## config.mk

```make
export PLATFORM = sky130hd
export DESIGN_NAME = drive_state_machine
export DESIGN_NICKNAME = d
export VERILOG_FILES = /design/src/shared/dsm_pkg.sv /design/src/design/drive_state_machine.sv
export SDC_FILE = /design/constraint.sdc
export NUM_CORES = 1
export LEC_CHECK = 0
export BUFFER_PORTS_ARGS = -buffer_cell sky130_fd_sc_hd__buf_2
export CAP_MARGIN = 0
export CORE_ASPECT_RATIO = 1.5
export CORE_MARGIN = 10
export CORE_UTILIZATION = 40
export DETAILED_ROUTE_END_ITERATION = 10
export GPL_TIMING_DRIVEN = 0
export SLEW_MARGIN = 5
export SYNTH_ARGS = -nofsm -noshare
export SYNTH_HDL_FRONTEND = slang
export SYNTH_SLANG_ARGS = --single-unit
```

## constraint.sdc

```tcl
create_clock -name ref_clk -period 5.2 [get_ports ref_clk]
set_input_delay 1.56 -clock ref_clk [delete_from_list [all_inputs] [get_ports ref_clk]]
set_output_delay 1.56 -clock ref_clk [all_outputs]
set_load 0.05 [all_outputs]
```

## src/shared/dsm_pkg.sv

```systemverilog
// package: drive state machine constants, states and carriers
package dsm_pkg;
  // ==========================================
  // command word fields
  localparam int CMD_W         = 16;
  localparam int B_SWITCH_ON   = 0;
  localparam int B_EN_VOLTAGE  = 1;
  localparam int B_QUICK_STOP  = 2;
  localparam int B_EN_OP       = 3;
  localparam int B_FAULT_RESET = 7;
  localparam int B_HALT        = 8;
  localparam logic [15:0] CMD_WORD_INDEX = 16'h6040;
  localparam logic [15:0] CMD_RESET      = 16'h0000;
  // ==========================================
  // alarm codes
  localparam logic [7:0] ALM_NONE    = 8'h00;
  localparam logic [7:0] ALM_NET_BUS = 8'h81;
  localparam logic [7:0] ALM_MAIN_PW = 8'h23;
  // quick-stop option range that waits for stop
  localparam logic [3:0] QS_OPT_MIN = 4'h1;
  localparam logic [3:0] QS_OPT_MAX = 4'h3;
  // ==========================================
  // timing
  localparam int CLK_HZ        = 100_000_000;
  localparam int EXCITE_MS     = 250;
  localparam int EXCITE_CYCLES = CLK_HZ / 1000 * EXCITE_MS;
  localparam int STAT_BITS_W   = 7;
  localparam int VOLT_BIT      = 4;
  // ==========================================
  // states
  typedef enum logic [2:0] {
    ST_NOT_READY   = 3'b000,
    ST_SO_DISABLED = 3'b001,
    ST_READY       = 3'b010,
    ST_SWITCHED_ON = 3'b011,
    ST_OP_ENABLED  = 3'b100,
    ST_QSTOP       = 3'b101,
    ST_FAULT_REACT = 3'b110,
    ST_FAULT       = 3'b111
  } dsm_state_t;
  // status patterns, bits 6..0, voltage bit zero
  localparam logic [6:0] SW_NOT_READY   = 7'h00;
  localparam logic [6:0] SW_SO_DISABLED = 7'h60;
  localparam logic [6:0] SW_READY       = 7'h21;
  localparam logic [6:0] SW_SWITCHED_ON = 7'h23;
  localparam logic [6:0] SW_OP_ENABLED  = 7'h27;
  localparam logic [6:0] SW_QSTOP       = 7'h07;
  localparam logic [6:0] SW_FAULT_REACT = 7'h2f;
  localparam logic [6:0] SW_FAULT       = 7'h28;
  // ==========================================
  // carriers
  typedef struct packed {
    logic net_operational;
    logic main_power;
    logic motor_release;
    logic torque_off_monitor_output;
    logic test_operation;
    logic power_removal;
    logic motor_moving;
    logic alarm_present;
  } drive_cond_t;
  typedef struct packed {
    logic [15:0] status_word;
    logic        excited;
    logic        motion_ready;
    logic [7:0]  alarm_code;
  } drive_out_t;
endpackage

```

## src/design/drive_state_machine.sv

```systemverilog
// drive power state machine stepped by the command word
`timescale 1ns/1ps
`default_nettype none
// Overview of operation
// - command word bit layout, reserved high bits
// - shutdown, disable voltage, quick stop transitions
// - switch on, disable and enable operation
// - switch-on gated by five permissive conditions
// - power-up then automatic init completion
// - quick stop waits stop, then disabled
// - alarm goes fault-reaction then fault
// - switched-on stopped, lost permissive -> ready
// - enabled stopped, lost permissive -> ready, off
// - network lost while moving raises 81h
// - main power lost while moving raises 23h
// - removal or release while moving -> ready
// - quick-stop lost permissive -> disabled, off
// - fault reset acts on rising edge only
// - status word pattern per state
// - 250 ms excitation before motion ready
module drive_state_machine #(
  parameter int EXCITE_CNT = dsm_pkg::EXCITE_CYCLES
) (
  input  wire logic                      ref_clk,
  input  wire logic                      rst,
  input  wire logic [dsm_pkg::CMD_W-1:0] cmd_word,
  input  wire logic                      cmd_write,
  input  wire logic                      init_done,
  input  wire logic [3:0]                qs_option,
  input  wire dsm_pkg::drive_cond_t      cond_raw,
  output var  dsm_pkg::drive_out_t       drv_out,
  output var  dsm_pkg::dsm_state_t       state_out,
  output var  logic [dsm_pkg::CMD_W-1:0] cmd_readback
);
  import dsm_pkg::*;

  // ==========================================
  // state record
  typedef struct packed {
    drive_cond_t  sync1;
    drive_cond_t  sync2;
    logic         init1;
    logic         init2;
    logic [15:0]  cmd;
    logic         fr_prev;
    dsm_state_t   st;
    logic [31:0]  cnt;
    drive_out_t   out;
  } dsm_reg_t;

  dsm_reg_t r_r;
  dsm_reg_t r_nxt;

  function automatic logic [6:0] status_of(input dsm_state_t s);
    case (s)
      ST_NOT_READY:   status_of = SW_NOT_READY;
      ST_SO_DISABLED: status_of = SW_SO_DISABLED;
      ST_READY:       status_of = SW_READY;
      ST_SWITCHED_ON: status_of = SW_SWITCHED_ON;
      ST_OP_ENABLED:  status_of = SW_OP_ENABLED;
      ST_QSTOP:       status_of = SW_QSTOP;
      ST_FAULT_REACT: status_of = SW_FAULT_REACT;
      ST_FAULT:       status_of = SW_FAULT;
      default:        status_of = SW_NOT_READY;
    endcase
  endfunction

  logic        sw_on;
  logic        en_v;
  logic        qs_n;
  logic        en_op;
  logic        fr_edge;
  logic        lost;
  logic        permit;
  logic        mov;
  drive_cond_t c;
  dsm_state_t  ns;

  // next-state logic
  always_comb begin
    r_nxt = r_r;
    r_nxt.sync1 = cond_raw;
    r_nxt.sync2 = r_r.sync1;
    r_nxt.init1 = init_done;
    r_nxt.init2 = r_r.init1;
    c = r_r.sync2;
    // latch command word, high bits kept as written
    if (cmd_write) begin
      r_nxt.cmd = cmd_word;
    end
    sw_on = r_r.cmd[B_SWITCH_ON];
    en_v  = r_r.cmd[B_EN_VOLTAGE];
    qs_n  = r_r.cmd[B_QUICK_STOP];
    en_op = r_r.cmd[B_EN_OP];
    // rising edge of fault reset only
    fr_edge = r_r.cmd[B_FAULT_RESET] & ~r_r.fr_prev;
    r_nxt.fr_prev = r_r.cmd[B_FAULT_RESET];
    lost = ~c.net_operational | ~c.main_power | c.power_removal
         | c.motor_release;
    permit = c.net_operational & c.main_power & ~c.motor_release
           & ~c.torque_off_monitor_output & ~c.test_operation;
    mov = c.motor_moving;
    ns = r_r.st;
    case (r_r.st)
      ST_NOT_READY: begin
        if (r_r.init2) ns = ST_SO_DISABLED;
      end
      ST_SO_DISABLED: begin
        if (en_v & qs_n & ~sw_on) ns = ST_READY;
      end
      // ready drops to disabled on disable voltage or quick stop, ahead of switch on
      ST_READY: begin
        if (~en_v | ~qs_n) ns = ST_SO_DISABLED;
        else if (sw_on & permit) ns = en_op ? ST_OP_ENABLED
                                            : ST_SWITCHED_ON;
      end
      ST_SWITCHED_ON: begin
        if (lost & ~mov) ns = ST_READY;
        else if (~en_v | ~qs_n) ns = ST_SO_DISABLED;
        else if (~sw_on) ns = ST_READY;
        else if (en_op) ns = ST_OP_ENABLED;
      end
      ST_OP_ENABLED: begin
        if (mov & ~c.net_operational) begin
          ns = ST_FAULT_REACT;
          r_nxt.out.alarm_code = ALM_NET_BUS;
        end else if (mov & ~c.main_power) begin
          ns = ST_FAULT_REACT;
          r_nxt.out.alarm_code = ALM_MAIN_PW;
        end else if (c.alarm_present) begin
          ns = ST_FAULT_REACT;
        end else if (lost) begin
          ns = ST_READY;
        end else if (~en_v) begin
          ns = ST_SO_DISABLED;
        end else if (~qs_n) begin
          ns = ST_QSTOP;
        end else if (~sw_on) begin
          ns = ST_READY;
        end else if (~en_op) begin
          ns = ST_SWITCHED_ON;
        end
      end
      ST_QSTOP: begin
        if (mov & ~c.net_operational) begin
          ns = ST_FAULT_REACT;
          r_nxt.out.alarm_code = ALM_NET_BUS;
        end else if (mov & ~c.main_power) begin
          ns = ST_FAULT_REACT;
          r_nxt.out.alarm_code = ALM_MAIN_PW;
        end else if (c.alarm_present) begin
          ns = ST_FAULT_REACT;
        end else if (lost) begin
          ns = ST_SO_DISABLED;
        end else if (~en_v) begin
          ns = ST_SO_DISABLED;
        end else if (~mov & qs_option >= QS_OPT_MIN
                     & qs_option <= QS_OPT_MAX) begin
          ns = ST_SO_DISABLED;
        end else if (qs_n & sw_on & en_op) begin
          ns = ST_OP_ENABLED;
        end
      end
      ST_FAULT_REACT: begin
        if (~mov) ns = ST_FAULT;
      end
      // leave only with no alarm present
      ST_FAULT: begin
        if (fr_edge & ~c.alarm_present & c.net_operational
            & c.main_power) begin
          ns = ST_SO_DISABLED;
          r_nxt.out.alarm_code = ALM_NONE;
        end
      end
      default: ns = ST_NOT_READY;
    endcase
    // alarm in powered states starts reaction
    if (c.alarm_present & r_r.st != ST_NOT_READY
        & r_r.st != ST_FAULT_REACT & r_r.st != ST_FAULT) begin
      ns = ST_FAULT_REACT;
    end
    r_nxt.st = ns;
    if (ns == ST_OP_ENABLED & r_r.st != ST_OP_ENABLED) begin
      r_nxt.cnt = 32'h0;
    end else if (ns == ST_OP_ENABLED & r_r.cnt < 32'(EXCITE_CNT)) begin
      r_nxt.cnt = r_r.cnt + 32'h1;
    end
    r_nxt.out.motion_ready = ns == ST_OP_ENABLED
                           & r_nxt.cnt >= 32'(EXCITE_CNT);
    r_nxt.out.excited = ns == ST_OP_ENABLED | ns == ST_QSTOP
                      | ns == ST_FAULT_REACT;
    // status word from state plus voltage bit
    r_nxt.out.status_word = {9'h000, status_of(ns)};
    r_nxt.out.status_word[VOLT_BIT] = c.main_power & (ns != ST_NOT_READY);
  end

  // register the record
  always_ff @(posedge ref_clk or posedge rst) begin
    if (rst) begin
      r_r <= '0;
    end else begin
      r_r <= r_nxt;
    end
  end

  assign drv_out      = r_r.out;
  assign state_out    = r_r.st;
  assign cmd_readback = r_r.cmd;
endmodule
`default_nettype wire

```

==> impl_metrics.csv <==
group,metric,value,unit
detailed_routing,first_pass_iters,4,
final_layout,area_growth,20.2,%
detailed_routing,viasPerCell,5.10,
detailed_routing,drtAntennaViolNets,0,
timing,maxSlewViolCount,0,
power_and_ir_drop,leakagePower,2.34,nW
min_path,hold_path.class,"reg2reg",
power_and_ir_drop,power_frac_seq,38.9,%
yosys,synthTopCellsByCount,"dfrtp_1, buf_4, nor2_1",
clock_tree,cts_tree,"built",
critical_path,crit_type,"in2reg",
detailed_routing,drtIter0Drc,167,
yosys,synth_area_leader_cell,"dfrtp_1",
placement,place_area,4780,um2
yosys,ys_seq_area_share,48.7,%
power_and_ir_drop,internal_power,1.25,mW
yosys,ys_async_sr_fraction,100,%
critical_path,crit_required,5.40,ns
yosys,syn_area,4210,um2
placement,dp_hpwl,7540,um
global_route,antenna_found_initial,0,
critical_path,r2r_start,"state_out[2]",
timing,fmax,240,MHz
yosys,ys_seq_elements,82,
clock_tree,cts_buffer_depth,2,
yosys,synth_warnings,0,
die,rows,45,
min_path,min_path_cells,0,
global_route,track_usage,13.3,%
yosys,synth.distinct_cells,74,
final_layout,fin_area,5060,um2
min_path,min_to,"mov",
critical_path,r2r_slack,1.63,ns
clock_tree,cts_root_buf,"clkbuf_16",
detailed_routing,routedWlPerCell,15.5,um
final_layout,drive_gt1_share,34.1,%
yosys,synth_area_per_cell,10.5,um2
timing,fin_crit,4.17,ns
placement,gp_congestion,0.868,
yosys,yosysMostFrequentCell,"dfrtp_1",
clock_tree,cts-resized-gates,0,
power_and_ir_drop,vdd_drop_max,152,uV
die,initial_utilization,41.4,%
power_and_ir_drop,pwr-share-comb,29.6,%
clock_tree,insertion_delay,0.33,ns
power_and_ir_drop,p_sw_share,34.4,%
placement,io_buffers,62,
die,design.core.area,10200,um2
min_path,holdCritStartpoint,"r_nxt[81]",
clock_tree,clkTransAtPathRegs,0.06,ns
clock_tree,cts_buffers,9,
power_and_ir_drop,switching_power,0.659,mW
critical_path,r2r_end,"r_r[46]",
die,die_w,104,um
critical_path,crit_arrival,4.37,ns
yosys,synth_edf_count,0,
global_route,grt_pass1_vias,3457,
yosys,synth_top_area_share,48.7,%
critical_path,critPathMaxFanout,10,
critical_path,critPathCaptureType,"flip-flop",
run,maxCapViolCount,0,
yosys,synth-main-ff-cell,"dfrtp_1",
detailed_routing,drc_errors,0,
die,dieArea,15100,um2
clock_tree,post_cts_buffers,0,
final_layout,nets,520,
power_and_ir_drop,clock_power_share,31.4,%
die,io_pins,77,
yosys,synthCells,401,
critical_path,reg2reg_depth,11,
detailed_routing,vias,3230,
timing,rsz0062_at_grt,"no",
die,die_y,146,um
power_and_ir_drop,p_per_area,378,nW/um2
timing,slew-limit-headroom,55.6,%
global_route,grt_max_degree,58,
yosys,synth.top_cells.by_area,"dfrtp_1, buf_4, mux2_2",
outcome,status,"finished, final reports clean",
clock_tree,cts_sinks,82,
clock_tree,holdBufCountCts,0,
timing,hold_viol,0,
global_route,grt_pass1_wl,16800,um
timing,period_share,80.3,%
detailed_routing,wl,9800,um
clock_tree,h-tree-depth,3,
timing,fin_setup_tns,0,ns
timing,skew,0.0102,ns
critical_path,startpoint_type,"input pin",
global_route,gr-total-overflow,0,
timing,worstMarginPinSlew,0.661,ns
timing,setup_viol,0,
final_layout,diodes,0,
[cell type report]
type,instances,area (um2)
fill,970,5130
sequential,82,2050
multi-input combinational,264,1760
buffer,58,409
timing repair buffer,63,338
clock buffer,11,253
tap,141,176
clock inverter,5,36.3
inverter,9,36.3
[per-layer routing]
| layer | global-route usage [%] | wire length [um] |
|---|---|---|
| met5 | 0 | 0 |
| met4 | 6.84 | 249 |
| met3 | 2.92 | 344 |
| met2 | 24.1 | 5350 |
| met1 | 14.0 | 3850 |
[worst max path at each step]
| stage | start | to | slack [ns] |
|---|---|---|---|
| 2_1_floorplan | qs_option[0] | drv_out[8] | 1.31 |
| 3_3_place_gp | rst | r_r[39] | 0.54 |
| 3_5_place_dp | qs_option[0] | r_r[40] | 0.65 |
| 4_1_cts | qs_option[0] | r_r[40] | 0.99 |
| 5_1_grt | qs_option[0] | r_r[40] | 0.75 |
| 6_report | qs_option[0] | r_r[46] | 1.03 |
[sequential cells by signal, indices dropped and copies added (netlist names)]
register / cells
cmd_readback: 16
drv_out: 12
state_out: 3
r_r: 34
r_nxt: 9
mov: 1
c: 7
[power by group through the flow]
stage                     Combinational [mW]  Sequential [mW]  Clock (mW)
after global placement                 0.562            0.754           0
after detailed placement               0.571            0.757           0
after global routing                   0.614            0.753       0.648
after CTS                              0.572            0.746       0.621
final                                  0.567            0.744       0.602
after floorplan                        0.463            0.742           0
[worst max-delay path, cell delays in order]
cell	delay, ns
buf_2	0.09
nor2_1	0.09
nor4_1	0.07
a2111oi_1	0.61
a211oi_2	0.16
inv_2	0.21
nand3_2	0.16
nor2_2	0.41
clkbuf_1	0.43
clkbuf_1	0.45
nor2_1	0.11
[cell usage in the layout (no fill, tap or decap), drive strengths merged, types with 10 or more instances in the layout]
cell    instances
nor3           10
and2           17
conb           13
a21oi          11
o21ai          12
nand2          21
clkbuf         15
inv            10
mux2           16
nand3          18
dfrtp          82
buf           117
xor2           11
nor2           34
[kinds of logic (layout without fill, tap and decap cells)]
group	after synthesis	count (layout)	synth area share [%]
AOI/OAI and AO/OA	67	67	12.7
xor gates and xnor gates	16	16	3.33
adders and majority gates	1	1	0.297
buffers and inverters	67	146	10.5
DFF	82	82	48.7
muxes	17	17	4.51
other	1	13	0.0890
and+or+nand+nor	150	150	19.9
[through the flow]
stage          setup WS, ns  std cells  hold WS [ns]  total power [mW]  utilization, %
6_report               1.03        633         0.344              1.91            49.7
3_5_place_dp          0.650        617         0.336              1.33            46.9
2_1_floorplan          1.31        413         0.331              1.21               -
5_1_grt               0.748        633         0.350              2.02            49.7
3_3_place_gp          0.540        616         0.334              1.32            46.6
4_1_cts               0.987        633         0.346              1.94            49.7
(Power assumes the default switching activity.)
